File: config.mk
export PLATFORM = sky130hd
export DESIGN_NAME = srw_top
export DESIGN_NICKNAME = d
export VERILOG_FILES = /design/src/rtl/srw_pkg.sv /design/src/rtl/srw_timer.sv /design/src/rtl/srw_top.sv
export SDC_FILE = /design/constraint.sdc
export NUM_CORES = 1
export LEC_CHECK = 0
export BUFFER_PORTS_ARGS = -buffer_cell sky130_fd_sc_hd__buf_2
export CAP_MARGIN = 0
export CORE_UTILIZATION = 63
export DETAILED_ROUTE_END_ITERATION = 10
export GPL_TIMING_DRIVEN = 0
export PLACE_DENSITY = 0.81
export SLEW_MARGIN = 20
export SYNTH_ARGS = -nofsm -noshare
export SYNTH_HDL_FRONTEND = slang
export SYNTH_HIERARCHICAL = 1
export SYNTH_SLANG_ARGS = --single-unit
File: constraint.sdc
create_clock -name i_mclk -period 3.45 [get_ports i_mclk]
set_input_delay 0.1725 -clock i_mclk [delete_from_list [all_inputs] [get_ports i_mclk]]
set_output_delay 0.1725 -clock i_mclk [all_outputs]
set_load 0.02 [all_outputs]
File: src/rtl/srw_pkg.sv
// Purpose: Shared constants and types for the supervisor reset and watchdog timing core
// Assumes: Core clock at 25 MHz
// Notes:   Times keep their printed unit; cycle counts are derived from them
package srw_pkg;
    // Core clock rate in Hz
    localparam int  CLK_HZ             = 25_000_000;
    // Counter width, wide enough for the longest period
    localparam int  TMR_W              = 27;
    // Reset timeout, nominal inside its 100 to 400 ms window
    localparam int  POWERUP_RESET_MS   = 250;
    // Watchdog periods, nominal values
    localparam int  WDOG_P1_MS         = 250;
    localparam int  WDOG_P2_MS         = 650;
    localparam real WDOG_P3_S          = 1.5;
    // Self-timed write, typical and worst case
    localparam int  NV_WRITE_TYP_MS    = 5;
    localparam int  NV_WRITE_MAX_MS    = 10;
    // Derived cycle counts
    localparam int  POWERUP_RESET_CYC  = POWERUP_RESET_MS * (CLK_HZ / 1000);
    localparam int  WDOG_P1_CYC        = WDOG_P1_MS * (CLK_HZ / 1000);
    localparam int  WDOG_P2_CYC        = WDOG_P2_MS * (CLK_HZ / 1000);
    localparam int  WDOG_P3_CYC        = int'(WDOG_P3_S * CLK_HZ);
    localparam int  NV_WRITE_CYC       = NV_WRITE_TYP_MS * (CLK_HZ / 1000);
    localparam int  NV_WRITE_MAX_CYC   = NV_WRITE_MAX_MS * (CLK_HZ / 1000);
    // Period selector codes {hi, lo}
    localparam logic [1:0] SEL_OFF     = 2'h3;
    localparam logic [1:0] SEL_P1      = 2'h2;
    localparam logic [1:0] SEL_P2      = 2'h1;
    localparam logic [1:0] SEL_P3      = 2'h0;
    // Supervisor states
    typedef enum logic [1:0] {
        SRW_HOLD = 2'h0,
        SRW_RUN  = 2'h1
    } srw_state_t;
endpackage

File: src/rtl/srw_timer.sv
// Purpose: Loadable down counter that flags the cycle it runs out
// Assumes: Load values of at least one
// Notes:   Count starts from RESET_VALUE after reset release
`timescale 1ns/1ps
module srw_timer #(
    parameter int          W           = 27,
    parameter logic [26:0] RESET_VALUE = 27'h000_0001
) (
    input  wire logic         i_mclk,
    input  wire logic         i_reset_n,
    input  wire logic         i_load,
    input  wire logic [W-1:0] i_load_value,
    input  wire logic         i_run,
    output logic              o_expired,
    output logic [W-1:0]      o_count
);
    logic [W-1:0] cnt_reg;  // Remaining cycles
    logic [W-1:0] cnt_next;
    logic         exp_reg;  // One-cycle run-out flag
    logic         exp_next;

    if (W < 1 || W > 27) begin : g_chk
        $error("srw_timer width out of range");
    end

    // Next count and run-out flag
    always_comb begin
        cnt_next = cnt_reg;
        exp_next = 1'b0;
        if (i_load) begin
            cnt_next = i_load_value;
        end else if (i_run && cnt_reg != '0) begin
            cnt_next = cnt_reg - W'(1);
            exp_next = (cnt_reg == W'(1));
        end
    end

    // Register stage
    always_ff @(posedge i_mclk or negedge i_reset_n) begin
        if (!i_reset_n) begin
            cnt_reg <= RESET_VALUE[W-1:0];
            exp_reg <= 1'b0;
        end else begin
            cnt_reg <= cnt_next;
            exp_reg <= exp_next;
        end
    end

    assign o_expired = exp_reg;
    assign o_count   = cnt_reg;
endmodule

File: src/rtl/srw_top.sv
// Purpose: Reset hold, watchdog and write-cycle timing core of a processor supervisor
// Assumes: i_reset_n is the power-on reset; write stop pulses come from a same-clock bus decoder
// Notes:   Select and restart pins are asynchronous and pass two flops first
// Operation
// - Selector: 11 off, 10/01/00 short/mid/long
// - Hold reset output for timeout after power-up
// - Ignore all inputs while reset is asserted; restart and write stop are refused, the selector still sets the first period
// - Finish self-timed write within write-cycle time
// - Reset asserting aborts bus and blocks traffic
`timescale 1ns/1ps
module srw_top
    import srw_pkg::*;
#(
    parameter int unsigned RST_CYC = srw_pkg::POWERUP_RESET_CYC,
    parameter int unsigned WD1_CYC = srw_pkg::WDOG_P1_CYC,
    parameter int unsigned WD2_CYC = srw_pkg::WDOG_P2_CYC,
    parameter int unsigned WD3_CYC = srw_pkg::WDOG_P3_CYC,
    parameter int unsigned WR_CYC  = srw_pkg::NV_WRITE_CYC
) (
    input  wire logic i_mclk,
    input  wire logic i_reset_n,
    input  wire logic i_wdog_period_sel_hi,
    input  wire logic i_wdog_period_sel_lo,
    input  wire logic i_wdog_restart,
    input  wire logic i_nv_write_stop,
    output logic      o_sup_reset,
    output logic      o_bus_enable,
    output logic      o_bus_abort,
    output logic      o_nv_write_busy,
    output logic      o_nv_write_done
);
    import srw_pkg::*;

    // Refuse counts the counters cannot hold
    if (RST_CYC < 1 || WD1_CYC < 1 || WD2_CYC < 1 || WD3_CYC < 1 || WR_CYC < 1 ||
        RST_CYC >= 2**TMR_W || WD3_CYC >= 2**TMR_W || WR_CYC > NV_WRITE_MAX_CYC) begin : g_chk
        $error("srw_top count parameter out of range");
    end

    localparam logic [TMR_W-1:0] RST_LD = TMR_W'(RST_CYC);
    localparam logic [TMR_W-1:0] WR_LD  = TMR_W'(WR_CYC);

    // Pin synchronisers
    logic [1:0] sel_s1_reg;     // First stage, read only by second
    logic [1:0] sel_s2_reg;     // Synchronised selector {hi, lo}
    logic       rst_s1_reg;     // First stage of restart pin
    logic       rst_s2_reg;     // Synchronised restart
    logic       rst_d_reg;      // Delayed for edge detect

    // Two-flop synchronisers and restart edge history
    always_ff @(posedge i_mclk or negedge i_reset_n) begin
        if (!i_reset_n) begin
            sel_s1_reg <= SEL_OFF;
            sel_s2_reg <= SEL_OFF;
            rst_s1_reg <= 1'b0;
            rst_s2_reg <= 1'b0;
            rst_d_reg  <= 1'b0;
        end else begin
            sel_s1_reg <= {i_wdog_period_sel_hi, i_wdog_period_sel_lo};
            sel_s2_reg <= sel_s1_reg;
            rst_s1_reg <= i_wdog_restart;
            rst_s2_reg <= rst_s1_reg;
            rst_d_reg  <= rst_s2_reg;
        end
    end

    // Supervisor state
    srw_state_t       state_reg;     // Holding reset or running
    srw_state_t       state_next;
    logic             abort_reg;     // Bus abort pulse
    logic             abort_next;
    logic             wd_load;       // Main timer load strobe
    logic [TMR_W-1:0] wd_load_value; // Main timer load value
    logic             wd_run;        // Main timer counts
    logic             wd_expired;    // Main timer ran out
    logic [TMR_W-1:0] wd_count;      // Main timer count
    logic             wd_enabled;    // Watchdog not switched off
    logic [TMR_W-1:0] wd_period;     // Decoded watchdog period
    logic             restart_evt;   // Accepted restart event

    // Period decode from the selector
    always_comb begin
        wd_enabled = 1'b1;
        case (sel_s2_reg)
            SEL_OFF: begin
                wd_enabled = 1'b0;
                wd_period  = TMR_W'(WD1_CYC);
            end
            SEL_P1:  wd_period = TMR_W'(WD1_CYC);
            SEL_P2:  wd_period = TMR_W'(WD2_CYC);
            SEL_P3:  wd_period = TMR_W'(WD3_CYC);
            default: wd_period = TMR_W'(WD3_CYC);
        endcase
    end

    // Restart only counts while running; ignored under reset
    assign restart_evt = (state_reg == SRW_RUN) && rst_s2_reg && !rst_d_reg;

    // Next state, timer control and abort
    always_comb begin
        state_next    = state_reg;
        abort_next    = 1'b0;
        wd_load       = 1'b0;
        wd_load_value = wd_period;
        wd_run        = 1'b1;
        case (state_reg)
            SRW_HOLD: begin
                // Counts the reset timeout, then arms the watchdog
                if (wd_expired) begin
                    state_next = SRW_RUN;
                    wd_load    = 1'b1;
                end
            end
            SRW_RUN: begin
                wd_run = wd_enabled;
                if (wd_enabled && wd_expired) begin
                    // Expiry wins over a restart in the same cycle
                    state_next    = SRW_HOLD;
                    abort_next    = 1'b1;
                    wd_load       = 1'b1;
                    wd_load_value = RST_LD;
                end else if (restart_evt) begin
                    wd_load = 1'b1;
                end
            end
            default: begin
                state_next    = SRW_HOLD;
                wd_load       = 1'b1;
                wd_load_value = RST_LD;
            end
        endcase
    end

    // Supervisor register stage
    always_ff @(posedge i_mclk or negedge i_reset_n) begin
        if (!i_reset_n) begin
            state_reg <= SRW_HOLD;
            abort_reg <= 1'b0;
        end else begin
            state_reg <= state_next;
            abort_reg <= abort_next;
        end
    end

    // Reset timeout and watchdog share one counter
    srw_timer #(
        .W           (TMR_W),
        .RESET_VALUE (27'(RST_CYC))
    ) u_wd_timer (
        .i_mclk       (i_mclk),
        .i_reset_n    (i_reset_n),
        .i_load       (wd_load),
        .i_load_value (wd_load_value),
        .i_run        (wd_run),
        .o_expired    (wd_expired),
        .o_count      (wd_count)
    );

    // Write cycle timing
    logic wr_busy_reg;  // Self-timed write in progress
    logic wr_busy_next;
    logic wr_start;     // Accepted write stop
    logic wr_expired;   // Write cycle finished
    logic en_reg;       // Bus enable output
    logic en_next;
    logic sup_rst_reg;  // Reset output, high while holding
    logic sup_rst_next;

    // A stop is only taken while running and idle
    assign wr_start = (state_reg == SRW_RUN) && i_nv_write_stop && !wr_busy_reg;

    // Busy flag and bus enable
    always_comb begin
        wr_busy_next = wr_busy_reg;
        if (wr_start) begin
            wr_busy_next = 1'b1;
        end else if (wr_expired) begin
            wr_busy_next = 1'b0;
        end
        en_next = (state_next == SRW_RUN);
        // Reset output follows the next state so the pin comes from a flop
        sup_rst_next = (state_next == SRW_HOLD);
    end

    // Write and enable register stage
    always_ff @(posedge i_mclk or negedge i_reset_n) begin
        if (!i_reset_n) begin
            wr_busy_reg <= 1'b0;
            en_reg      <= 1'b0;
            sup_rst_reg <= 1'b1;
        end else begin
            wr_busy_reg <= wr_busy_next;
            en_reg      <= en_next;
            sup_rst_reg <= sup_rst_next;
        end
    end

    // Write cycle counter
    srw_timer #(
        .W           (TMR_W),
        .RESET_VALUE (27'h000_0000)
    ) u_wr_timer (
        .i_mclk       (i_mclk),
        .i_reset_n    (i_reset_n),
        .i_load       (wr_start),
        .i_load_value (WR_LD),
        .i_run        (1'b1),
        .o_expired    (wr_expired),
        .o_count      ()
    );

    // Outputs, all from flops
    assign o_sup_reset     = sup_rst_reg;
    assign o_bus_enable    = en_reg;
    assign o_bus_abort     = abort_reg;
    assign o_nv_write_busy = wr_busy_reg;
    assign o_nv_write_done = wr_expired;

    // Checker helper counters
    logic [TMR_W-1:0] hold_cnt_reg; // Cycles spent holding reset
    logic [TMR_W-1:0] busy_cnt_reg; // Cycles spent writing

    // Count cycles in hold and in write
    always_ff @(posedge i_mclk or negedge i_reset_n) begin
        if (!i_reset_n) begin
            hold_cnt_reg <= '0;
            busy_cnt_reg <= '0;
        end else begin
            hold_cnt_reg <= (state_reg == SRW_HOLD) ? hold_cnt_reg + TMR_W'(1) : '0;
            busy_cnt_reg <= wr_busy_reg ? busy_cnt_reg + TMR_W'(1) : '0;
        end
    end
endmodule
Yosys cells after proc, flatten, opt, wreduce, memory -nomap -nowiden
Cells that the tools add are included.

cells by class
  muxes and demuxes = 24
  equal/unequal tests = 7
  reductions and logical operators = 17
  add/subtract/negate cells = 2

operators by type and width
  kind                                                  count
  2-to-1 mux 27 bit                                     5
  case mux 27 bit (3 select lines)                      1
  equality test 27 x 1 -> 1 bit, second input constant  2
  case mux 27 bit (2 select lines)                      1
  nonzero test 27 bit                                   2
  subtractor 27 x 1 -> 27 bit, second input constant    2
  2-to-1 mux 1 bit                                      13
  equality test 2 x 1 -> 1 bit, second input constant   3
  logical AND 1 bit                                     6
  zero test 2 bit                                       3
  nonzero test 2 bit                                    3
  equality test 2 bit, second input constant            2
  2-to-1 mux 2 bit                                      2
  case mux 2 bit (2 select lines)                       1
  zero test 1 bit                                       2
  case mux 1 bit (2 select lines)                       1
  OR reduction 2 bit                                    1

storage, ports and cells
  register bits = 69

Longest topological paths before layout
Gate-level depths: netlist of the first run.

  depth after elaboration = 7
  depth in mapped cells = 8
  depth with buffers taken out = 6

Modules after synthesis
Netlist of the first run, hierarchy kept.

modules (own cells, without submodules)
  module                   times used  cells each  area an instance (um^2)
  srw_timer at u_wd_timer  1           223         1913.1
  srw_timer at u_wr_timer  1           223         1898.1
  srw_top                  1           36          479.2

Least setup slack after synthesis of the first run
OpenSTA, ideal clock, no wires.

  kind = flip-flop to flip-flop
  start = register sel_s2_reg[0]
  end = register u_wd_timer.cnt_reg[15] (netlist: u_wd_timer/o_count[15])
  setup time = 87 ps
  path buffers = 0
  data arrival time = 2040 ps
  stages on the path, launching flop included = 7
  slack = 1323 ps
  cells stage by stage = dfstp_2 > nand3_1 > a221o_1 > nor4b_1 > nand2_1 > or4_1 > o211ai_1

between the ends
  word-level cells in the longest chain between the ends = 6
  elaborated cells on any way between the ends = 16
  those cells by class = eq/ne: 3; mux: 8; reduce/logical: 5

RTL lines
  element                                                  RTL line         source
  from (decl)                                              srw_top.sv:45    logic [1:0] sel_s2_reg;
  from (signal assigned)                                   srw_top.sv:60    sel_s2_reg <= sel_s1_reg;
  equality test 2 bit *                                    srw_top.sv:84    case (sel_s2_reg)
  2-to-1 mux 1 bit *                                       srw_top.sv:84
  logical AND 1 bit *                                      srw_top.sv:116   if (wd_enabled && wd_expired) begin
  2-to-1 mux 1 bit *                                       srw_top.sv:116
  case mux 1 bit (2 select lines) *                        srw_top.sv:106   case (state_reg)
  named net wd_load                                        srw_top.sv:72    logic wd_load;
  2-to-1 mux 27 bit or nonzero test 2 bit (tied branches)  -
  to (signal assigned)                                     srw_timer.sv:41  cnt_reg <= RESET_VALUE[W-1:0];
  to (signal assigned)                                     srw_timer.sv:44  cnt_reg <= cnt_next;
  to (decl)                                                srw_timer.sv:17  logic [W-1:0] cnt_reg;

The timed path passes the listed nets; every way through them passes the cells marked *. The select of a mux whose other input is x is not followed.
A chain may end at the register's enable or synchronous reset.

Worst setup path after layout of the first run
  start = register state_reg[0]
  end = register u_wd_timer.cnt_reg[4] (netlist: u_wd_timer/o_count[4])

between the ends
  word-level cells in the longest chain between the ends = 7
  elaborated cells on any way between the ends = 12
  those cells by class = eq/ne: 1; mux: 6; reduce/logical: 5

RTL lines
  element                                                  RTL line                       source
  from (decl)                                              srw_top.sv:68                  srw_state_t state_reg;
  from (signal assigned)                                   srw_top.sv:140                 state_reg <= state_next;
  equality test 2 x 1 -> 1 bit                             srw_top.sv:97, srw_top.sv:106
  logical AND 1 bit (2 in series)                          srw_top.sv:97                  assign restart_evt = (state_reg == SRW_RUN) && rst_s2_reg && !rst_d_reg;
  2-to-1 mux 1 bit                                         srw_top.sv:122                 end else if (restart_evt) begin
  2-to-1 mux 1 bit                                         srw_top.sv:116
  case mux 1 bit (2 select lines) *                        srw_top.sv:106
  named net wd_load                                        srw_top.sv:72
  2-to-1 mux 27 bit or nonzero test 2 bit (tied branches)  -

The timed path passes the listed nets; every way through them passes the cells marked *.

==> impl_results.rst, run 1 <==
.. list-table::
   :header-rows: 1

   * - Metric
     - Value
   * - Critical Path Most Common Cell
     - sky130_fd_sc_hd__clkbuf_1
   * - Fraction of final layout cells sized beyond drive strength 1
     - 0.114
   * - Total congestion overflow after global routing
     - 0
   * - Clock sink count
     - 69
   * - Area fraction in compound gates after synthesis
     - 0.227
   * - Slew at the pin with the worst max-slew slack
     - 1.15 ns
   * - DRC violations left
     - 0
   * - Maximum frequency from static timing analysis
     - 364 MHz
   * - Number of gates given a new drive strength after cts
     - 0
   * - Worst-case clock buffer depth
     - 2
   * - Count of endpoints failing setup in the final report
     - 0
   * - Worst path setup slack after routing
     - 0.700 ns
   * - Clock period minus final worst setup slack
     - 2.75 ns
   * - Static Leak
     - 1.96 nW
   * - Final number of max-transition violations
     - 0
   * - CP Data Required Time
     - 3.67 ns
   * - Count of antenna diodes in the layout
     - 0
   * - Flip-flop and latch area
     - 0.00175 mm^2
   * - Via total after detailed routing
     - 4339
   * - Status
     - finished clean
   * - Largest net degree at the start of global routing
     - 47
   * - Crit-path max cell delay
     - 0.53 ns
   * - Number of global-route vias before repair
     - 4225
   * - Sum Neg Setup Slack
     - 0 ns
   * - Number of cells after detailed placement
     - 616
   * - Mux cell area share after synthesis
     - 0
   * - Area share of the largest cell type after synthesis
     - 0.303
   * - Placeable Area
     - 0.00646 mm^2
   * - Fillers
     - 505
   * - Average routed wire per standard cell
     - 18.5 um
   * - Number of design-rule violations left by the first detailed-router iteration
     - 400
   * - Clock network latency to the later pin of the worst-skew pair
     - 0.36 ns
   * - Async SR Flop Fraction
     - 1.00
   * - Height of the die
     - 84.5 um
   * - Total Routed Length
     - 11.7 mm
   * - Final Hold Slack
     - 0.275 ns
   * - List of cells traversed by the critical path
     - buf_6 > nand3_1 > a221o_1 > clkbuf_1 > clkbuf_1 > buf_1 > a21oi_1 > o41ai_1
   * - Top Ports
     - 11
   * - Basic-gate share of the synthesized area counting and, or, nand and nor cells
     - 0.307
   * - Buffer cell driving the clock tree root
     - sky130_fd_sc_hd__clkbuf_8
   * - VDD IR-drop max
     - 0.346 mV
   * - Total standard cell area after synthesis
     - 0.00429 mm^2
   * - Max stage delay cell, worst path
     - sky130_fd_sc_hd__buf_1
   * - Filler-free cell count of the finished design
     - 636
   * - Leading post-synthesis cells by cell area
     - sky130_fd_sc_hd__dfrtp_1, sky130_fd_sc_hd__dfstp_2, sky130_fd_sc_hd__nand2_1
   * - Hold Vio Cnt, Final
     - 0
   * - Post-Synth Adder-Cell Area
     - 0.0117
   * - Biggest fanout along the worst timing path
     - 10
   * - Dominant cell type by area after synthesis
     - sky130_fd_sc_hd__dfrtp_1
   * - Reported max-cap violation count
     - 0
   * - TritonCTS buffer count
     - 9
   * - Routed vias/inst
     - 6.82
   * - Area of the die
     - 0.00714 mm^2
   * - Leading cell types by count after synthesis
     - sky130_fd_sc_hd__dfrtp_1, sky130_fd_sc_hd__nand2_1, sky130_fd_sc_hd__nor2_1
   * - Clock tree from TritonCTS
     - done
   * - Flops & latches, synth
     - 69
   * - Die boundary width
     - 84.5 um
   * - Total of warnings raised by yosys
     - 6
   * - Number of synthesized flops with an enable pin
     - 0
   * - Type of the worst setup path
     - flop to flop
   * - H-tree level count
     - 3
   * - Number of optimization iterations in the first detailed-route pass
     - 5
   * - Largest family of logic cells by synthesized area
     - simple AND/OR/NAND/NOR gates
   * - I/O Buffers
     - 10
   * - Number of antenna-violating nets in the routed design
     - 0
   * - Number of instances in the synthesized netlist
     - 482
   * - Rows
     - 29
   * - Clk pin slew, worst setup/hold paths
     - 0.08 ns
   * - Crit path capture type
     - flop
   * - Leading register cell type out of synthesis
     - sky130_fd_sc_hd__dfrtp_1
   * - Post-layout net count
     - 564
   * - Crit path launch type
     - flop
   * - Worst relative slew slack
     - 0.225
   * - Sequential cell area fraction in the yosys report
     - 0.407
   * - Number of different library cells in the post-synthesis netlist
     - 61
   * - Number of antenna violations at the first check in global routing
     - 0
   * - Post-CTS setup buffer count
     - 0
   * - Skew final
     - 0.0143 ns
   * - Starting utilization of the core area
     - 0.664
   * - Area of combinational cells with multiple inputs
     - 0.00252 mm^2
   * - Post-DP HPWL
     - 8.26 mm
   * - Total chip power
     - 2.22 mW
   * - Layout overhead on the synthesized area
     - 13.8%
   * - Wire length of the first global-routing pass
     - 19.8 mm
   * - Final cycle utilization of the critical path
     - 0.797
   * - All-layer global routing usage
     - 0.352
   * - Final weighted congestion of routability-driven global placement
     - 0.931
   * - Mean area per synthesized cell
     - 8.90 um^2
   * - Most used standard cell by instance count after synthesis
     - sky130_fd_sc_hd__dfrtp_1
   * - Post-place setup slack
     - 0.776 ns
   * - RSZ-0062 raised after global routing
     - no
   * - Data arrival time of the critical path
     - 2.97 ns
   * - Min-Delay Path Class
     - input pin to asynchronous set/reset pin
   * - Area share of xor/xnor cells in the synthesized design
     - 0
   * - Total power density per cell area
     - 454 mW/mm^2
[logic make-up (layout without fill, tap and decap cells)]
kind of cell,Yosys count,after routing
AO/OA/AOI/OAI,133,133
AND/OR/NAND/NOR,227,227
other,2,48
adder cells (fa/ha/maj),4,4
buffers and inverters,47,78
flip-flops,69,69
[worst max-delay path: cells and delay by family (launching register included)]
kind / cells / cell delay [ns]
AO/OA/AOI/OAI: 3 / 0.54
AND/OR/NAND/NOR: 1 / 0.09
flip-flops: 1 / 0.38
buffers and inverters: 4 / 1.61
[where the power goes]
| part | total, mW | leakage (nW) | switching [mW] | internal, mW |
|---|---|---|---|---|
| clock network | 0.670 | 0.0995 | 0.315 | 0.355 |
| logic | 0.493 | 1.03 | 0.307 | 0.186 |
| registers | 1.05 | 0.827 | 0.132 | 0.921 |
[path summary, 6_finish.rpt]
check / from / slack (ns) / depth (start not counted) / endpoint
worst max-delay path: state_reg[0] / 0.70 / 8 / u_wd_timer/o_count[4]
worst min-delay path: i_reset_n / 0.27 / 2 / u_wd_timer/o_count[24]
worst max register to register: state_reg[0] / 0.70 / 8 / u_wd_timer/o_count[4]
worst min register to register: rst_s1_reg / 0.36 / 0 / rst_s2_reg
max in group asynchronous: i_reset_n / 2.59 / 3 / sel_s1_reg[1]
min in group i_mclk: rst_s1_reg / 0.36 / 0 / rst_s2_reg
[cell usage in the layout, fill, tap and decap left out, types with 5 or more instances in the layout]
cell,synthesis,routed
sky130_fd_sc_hd__dfrtp_1,52,52
sky130_fd_sc_hd__conb_1,2,48
sky130_fd_sc_hd__nand2_1,44,44
sky130_fd_sc_hd__nor2_1,39,39
sky130_fd_sc_hd__nand3_1,26,26
sky130_fd_sc_hd__nand4_1,26,26
sky130_fd_sc_hd__clkbuf_1,22,23
sky130_fd_sc_hd__o21ai_0,22,22
sky130_fd_sc_hd__a21oi_1,20,20
sky130_fd_sc_hd__inv_1,17,17
sky130_fd_sc_hd__dfstp_2,17,17
sky130_fd_sc_hd__nor2b_1,14,14
sky130_fd_sc_hd__o211ai_1,14,14
sky130_fd_sc_hd__o311ai_0,14,14
sky130_fd_sc_hd__buf_2,4,13
sky130_fd_sc_hd__nor4_1,12,12
sky130_fd_sc_hd__nor3_1,12,12
sky130_fd_sc_hd__or4_1,12,12
sky130_fd_sc_hd__clkbuf_8,0,10
sky130_fd_sc_hd__o41ai_1,10,10
sky130_fd_sc_hd__a31oi_1,6,6
sky130_fd_sc_hd__a221oi_1,6,6
sky130_fd_sc_hd__a211o_1,5,5
sky130_fd_sc_hd__and3_1,5,5
[metal layers]
metal  vias to the layer above  part of all wire  global-route usage
met4                         0             0.036               0.210
met2                       230              0.50               0.593
li1                       1988                 -                   -
met3                        44             0.073              0.0629
met1                      2077              0.39               0.424
met5                         -                 0                   0
[metrics by stage]
stage          utilization  area, um^2
6_report             0.756        4880
5_1_grt              0.756        4880
4_1_cts              0.756        4880
3_5_place_dp         0.718        4640
3_3_place_gp         0.714        4610
2_1_floorplan            -        4460
[cell type report]
| cell class | count | share of cell area |
|---|---|---|
| tap | 77 | 0.0197 |
| clock inverter | 5 | 0.0123 |
| buffer | 29 | 0.0249 |
| clock buffer | 11 | 0.0290 |
| timing repair buffer | 15 | 0.0246 |
| multi-input combinational | 412 | 0.517 |
| sequential | 69 | 0.358 |
| inverter | 18 | 0.0141 |
[what timing repair did]
item | in CTS | in global routing
hold buffers | 4 | 0
endpoints found under the setup margin | 0 | 0
hold endpoints to repair | 26 | 0
Power figures use the tool's default switching activity.
==> inputs of run 2 (changes only) <==
--- a/config.mk
+++ b/config.mk
@@ -5,6 +5,7 @@
 export SDC_FILE = /design/constraint.sdc
 export NUM_CORES = 1
 export LEC_CHECK = 0
+export ABC_AREA = 1
 export BUFFER_PORTS_ARGS = -buffer_cell sky130_fd_sc_hd__buf_2
 export CAP_MARGIN = 0
 export CORE_UTILIZATION = 63
==> constraint.sdc (replaced) <==
create_clock -name i_mclk -period 2.7 [get_ports i_mclk]
set_input_delay 0.135 -clock i_mclk [delete_from_list [all_inputs] [get_ports i_mclk]]
set_output_delay 0.135 -clock i_mclk [all_outputs]
set_load 0.02 [all_outputs]
==> run 2 against run 1 <==
Against the previous run: final area grew 12%; total power increased by 92%; global-route usage down 1.5 points; worst setup slack worse by 0.25 ns; sequential share of layout area down 3.9 points; clock power rose by 58%; non-clock buffer count shrank 9; first-iteration DRC count fell by 20%; via count grew 17%; fmax increased by 22%; synthesized area is 13% higher; sequential power increased by 42%.
==> impl_results.rst, run 2 <==
.. list-table::
   :header-rows: 1

   * - Metric
     - Value
   * - Status
     - finished clean (unchanged)
   * - Number of instances in the synthesized netlist
     - 773 (was 482)
   * - Flops & latches, synth
     - 69 (unchanged)
   * - Die boundary width
     - 89.6 um (was 84.5 um)
   * - Startpoint of the worst hold path
     - i_nv_write_stop
   * - Wire length of the first global-routing pass
     - 20.4 mm (was 19.8 mm)
   * - Hold Vio Cnt, Final
     - 0 (unchanged)
   * - Count of antenna diodes in the layout
     - 0 (unchanged)
   * - Placeable Area
     - 0.00733 mm^2 (was 0.00646 mm^2)
   * - Crit path launch type
     - flop (unchanged)
   * - Crit path capture type
     - flop (unchanged)
   * - Most used standard cell by instance count after synthesis
     - sky130_fd_sc_hd__nand2_1 (was sky130_fd_sc_hd__dfrtp_1)
   * - All-layer global routing usage
     - 0.337 (was 0.352)
   * - I/O Buffers
     - 10 (unchanged)
   * - Count of endpoints failing setup in the final report
     - 0 (unchanged)
   * - Most common library cell in the layout ignoring fill and taps
     - sky130_fd_sc_hd__nand2_1 (was sky130_fd_sc_hd__dfrtp_1)
   * - Slew at the pin with the worst max-slew slack
     - 0.636 ns (was 1.15 ns)
   * - Commonest cells after routing, fill and taps aside
     - sky130_fd_sc_hd__nand2_1, sky130_fd_sc_hd__nand3_1, sky130_fd_sc_hd__nor2_1 (was sky130_fd_sc_hd__dfrtp_1, sky130_fd_sc_hd__conb_1, sky130_fd_sc_hd__nand2_1)
   * - Sum Neg Setup Slack
     - 0 ns (unchanged)
   * - Dominant cell type by area after synthesis
     - sky130_fd_sc_hd__dfrtp_1 (unchanged)
   * - Final Hold Slack
     - 0.0898 ns (was 0.275 ns)
   * - Total power density per cell area
     - 776 mW/mm^2 (was 454 mW/mm^2)
   * - Final number of max-transition violations
     - 0 (unchanged)
   * - Crit-path max cell delay
     - 0.59 ns (was 0.53 ns)
   * - Clock network latency to the later pin of the worst-skew pair
     - 0.35 ns (was 0.36 ns)
   * - Largest net degree at the start of global routing
     - 57 (was 47)
   * - Clock period minus final worst setup slack
     - 2.25 ns (was 2.75 ns)
   * - Endpoint with the worst hold slack
     - o_nv_write_busy
   * - Total Routed Length
     - 12.6 mm (was 11.7 mm)
   * - Critical Path Most Common Cell
     - sky130_fd_sc_hd__nand2_1 (was sky130_fd_sc_hd__clkbuf_1)
   * - Reported max-cap violation count
     - 0 (unchanged)
   * - Worst-case clock buffer depth
     - 2 (unchanged)
   * - Number of gates given a new drive strength after cts
     - 0 (unchanged)
   * - Buffer cell driving the clock tree root
     - sky130_fd_sc_hd__clkbuf_8 (unchanged)
   * - Via total after detailed routing
     - 5079 (was 4339)
   * - Number of global-route vias before repair
     - 4708 (was 4225)
   * - Min-Delay Path Class
     - input pin to flop (was input pin to asynchronous set/reset pin)
   * - Async SR Flop Fraction
     - 1.00 (unchanged)
   * - Maximum frequency from static timing analysis
     - 445 MHz (was 364 MHz)
   * - DRC violations left
     - 0 (unchanged)
   * - H-tree level count
     - 3 (unchanged)
   * - Average routed wire per standard cell
     - 13.4 um (was 18.5 um)
   * - Area share of the largest cell type after synthesis
     - 0.269 (was 0.303)
   * - Bufs and invs on worst path
     - 3 (was 4)
   * - Leading post-synthesis cells by cell area
     - sky130_fd_sc_hd__dfrtp_1, sky130_fd_sc_hd__nand2_1, sky130_fd_sc_hd__nand3_1 (was sky130_fd_sc_hd__dfrtp_1, sky130_fd_sc_hd__dfstp_2, sky130_fd_sc_hd__nand2_1)
   * - Layout overhead on the synthesized area
     - 13.2% (was 13.8%)
   * - Number of design-rule violations left by the first detailed-router iteration
     - 321 (was 400)
   * - Routed vias/inst
     - 5.40 (was 6.82)
   * - Leading cell types by count after synthesis
     - sky130_fd_sc_hd__nand2_1, sky130_fd_sc_hd__nand3_1, sky130_fd_sc_hd__nor2_1 (was sky130_fd_sc_hd__dfrtp_1, sky130_fd_sc_hd__nand2_1, sky130_fd_sc_hd__nor2_1)
   * - Kind of cell adding the most delay to the critical path
     - buffers and inverters (unchanged)
   * - Top Ports
     - 11 (unchanged)
   * - TritonCTS buffer count
     - 9 (unchanged)
   * - Sequential cell area fraction in the yosys report
     - 0.361 (was 0.407)
   * - Clock sink count
     - 69 (unchanged)
   * - Post-place setup slack
     - 0.501 ns (was 0.776 ns)
   * - Total standard cell area after synthesis
     - 0.00484 mm^2 (was 0.00429 mm^2)
   * - Total of warnings raised by yosys
     - 6 (unchanged)
   * - Area of the die
     - 0.00803 mm^2 (was 0.00714 mm^2)
   * - Fillers
     - 616 (was 505)
   * - R2R Path End
     - u_wd_timer/o_count[8] (was u_wd_timer/o_count[4])
   * - Total congestion overflow after global routing
     - 0 (unchanged)
   * - RSZ-0062 raised after global routing
     - no (unchanged)
   * - CP Data Required Time
     - 2.98 ns (was 3.67 ns)
   * - Skew final
     - 0.0134 ns (was 0.0143 ns)
   * - Biggest fanout along the worst timing path
     - 10 (unchanged)
   * - Max stage delay cell, worst path
     - sky130_fd_sc_hd__dfstp_2 (was sky130_fd_sc_hd__buf_1)
   * - Post-DP HPWL
     - 9.28 mm (was 8.26 mm)
   * - List of cells traversed by the critical path
     - nand2_1 > nand4_1 > nand3_1 > clkbuf_1 > inv_1 > clkbuf_1 > o21ai_0 > nand2_1 > nand2_1 > o21ai_1 (was buf_6 > nand3_1 > a221o_1 > clkbuf_1 > clkbuf_1 > buf_1 > a21oi_1 > o41ai_1)
   * - Number of different library cells in the post-synthesis netlist
     - 27 (was 61)
   * - Worst relative slew slack
     - 0.574 (was 0.225)
   * - Final weighted congestion of routability-driven global placement
     - 0.930 (was 0.931)
   * - Type of the worst setup path
     - flop to flop (unchanged)
   * - Fraction of final layout cells sized beyond drive strength 1
     - 0.102 (was 0.114)
   * - Worst reg2reg path depth
     - 10 (was 8)
   * - Final cycle utilization of the critical path
     - 0.832 (was 0.797)
   * - Number of antenna-violating nets in the routed design
     - 0 (unchanged)
   * - Worst-case register-to-register setup slack
     - 0.45 ns (was 0.70 ns)
   * - Height of the die
     - 89.6 um (was 84.5 um)
   * - Instance count along the most critical hold path
     - 3
   * - Data arrival time of the critical path
     - 2.53 ns (was 2.97 ns)
   * - Rows
     - 31 (was 29)
   * - Number of optimization iterations in the first detailed-route pass
     - 5 (unchanged)
   * - Static Leak
     - 2.89 nW (was 1.96 nW)
   * - Number of antenna violations at the first check in global routing
     - 0 (unchanged)
   * - Mean area per synthesized cell
     - 6.26 um^2 (was 8.90 um^2)
   * - Number of synthesized flops with an enable pin
     - 0 (unchanged)
   * - WP depth
     - 10 (was 8)
   * - Leading register cell type out of synthesis
     - sky130_fd_sc_hd__dfrtp_1 (unchanged)
   * - Clk pin slew, worst setup/hold paths
     - 0.08 ns (about the same)
   * - VDD IR-drop max
     - 0.554 mV (was 0.346 mV)
   * - Starting utilization of the core area
     - 0.660 (was 0.664)
   * - Worst path setup slack after routing
     - 0.452 ns (was 0.700 ns)
   * - Reg2Reg Launch Point
     - sel_s2_reg[0] (was state_reg[0])
   * - Clock tree from TritonCTS
     - done (unchanged)
   * - Post-layout net count
     - 847 (was 564)
-- run 2: cell count changes in the layout (fill, tap and decap cells not counted), sizes merged, moves of 12 or more --
cell and delta:
o21ai +20, nand2 +281, nand4 -15, or4 -12, a21oi -17, o211ai -14
nor4 -18, nor2 +65, o311ai -14, nand3 +77, inv +54, nor2b -14
-- run 2: worst reg2reg max path, cell delays in order (launching register included) --
cell	delay [ns]
sky130_fd_sc_hd__dfstp_2	0.59
sky130_fd_sc_hd__nand2_1	0.09
sky130_fd_sc_hd__nand4_1	0.10
sky130_fd_sc_hd__nand3_1	0.09
sky130_fd_sc_hd__clkbuf_1	0.21
sky130_fd_sc_hd__inv_1	0.25
sky130_fd_sc_hd__clkbuf_1	0.45
sky130_fd_sc_hd__o21ai_0	0.20
sky130_fd_sc_hd__nand2_1	0.09
sky130_fd_sc_hd__nand2_1	0.05
sky130_fd_sc_hd__o21ai_1	0.07
-- run 2: worst max path at each step --
stage                  start               endpoint
2_1_floorplan  sel_s2_reg[0]  u_wd_timer/o_count[8]
3_3_place_gp   sel_s2_reg[0]  u_wd_timer/o_count[8]
3_5_place_dp   sel_s2_reg[0]  u_wd_timer/o_count[8]
4_1_cts        sel_s2_reg[0]  u_wd_timer/o_count[8]
5_1_grt        sel_s2_reg[0]  u_wd_timer/o_count[5]
6_report       sel_s2_reg[0]  u_wd_timer/o_count[8]
-- run 2: final cells by class --
cell class                 instances  area, um^2  share of cell area
multi-input combinational        647        2810               0.513
clock buffer                      12         155              0.0283
inverter                          75         294              0.0537
timing repair buffer              15         120              0.0219
buffer                            20         128              0.0233
tap                               99         124              0.0226
clock inverter                     4        95.1              0.0174
sequential                        69        1750               0.319
-- run 2: logic make-up (layout without fill, tap and decap cells) --
kind of cell,after synthesis,after routing,share of synthesized area
and+or+nand+nor,551,551,0.481
buffers and inverters,95,126,0.0872
DFF,69,69,0.361
AOI/OAI and AO/OA,46,46,0.0479
xor gates and xnor gates,6,6,0.0109
adders and majority gates,4,4,0.0103
other,2,40,0.00155
-- run 2: timing repair --
item                      4_1_cts  5_1_grt
hold endpoints to repair       60        0
hold buffers                    4        0
buffers inserted                0        0
-- run 2: power by group --
| part | switching, mW | leakage, nW | internal [mW] |
|---|---|---|---|
| registers | 0.231 | 0.852 | 1.26 |
| clock network | 0.398 | 0.127 | 0.663 |
| logic | 1.15 | 1.91 | 0.553 |
| total | 1.78 | 2.89 | 2.47 |
-- run 2: metrics by stage --
stage          total power [mW]   util  instance area (um^2)  cells
2_1_floorplan              2.75      -                  4980    811
3_3_place_gp               3.07  0.703                  5150    920
3_5_place_dp               3.14  0.707                  5180    921
4_1_cts                    4.23  0.747                  5470    941
5_1_grt                    4.57  0.747                  5470    941
6_report                   4.25  0.747                  5470    941
-- run 2: layer usage --
layer	vias up	global-route usage	wire [um]
met4	0	0.176	570
met5	-	0	0
met2	175	0.603	6350
met1	2330	0.375	5050
met3	57	0.0731	658
li1	2517	-	-
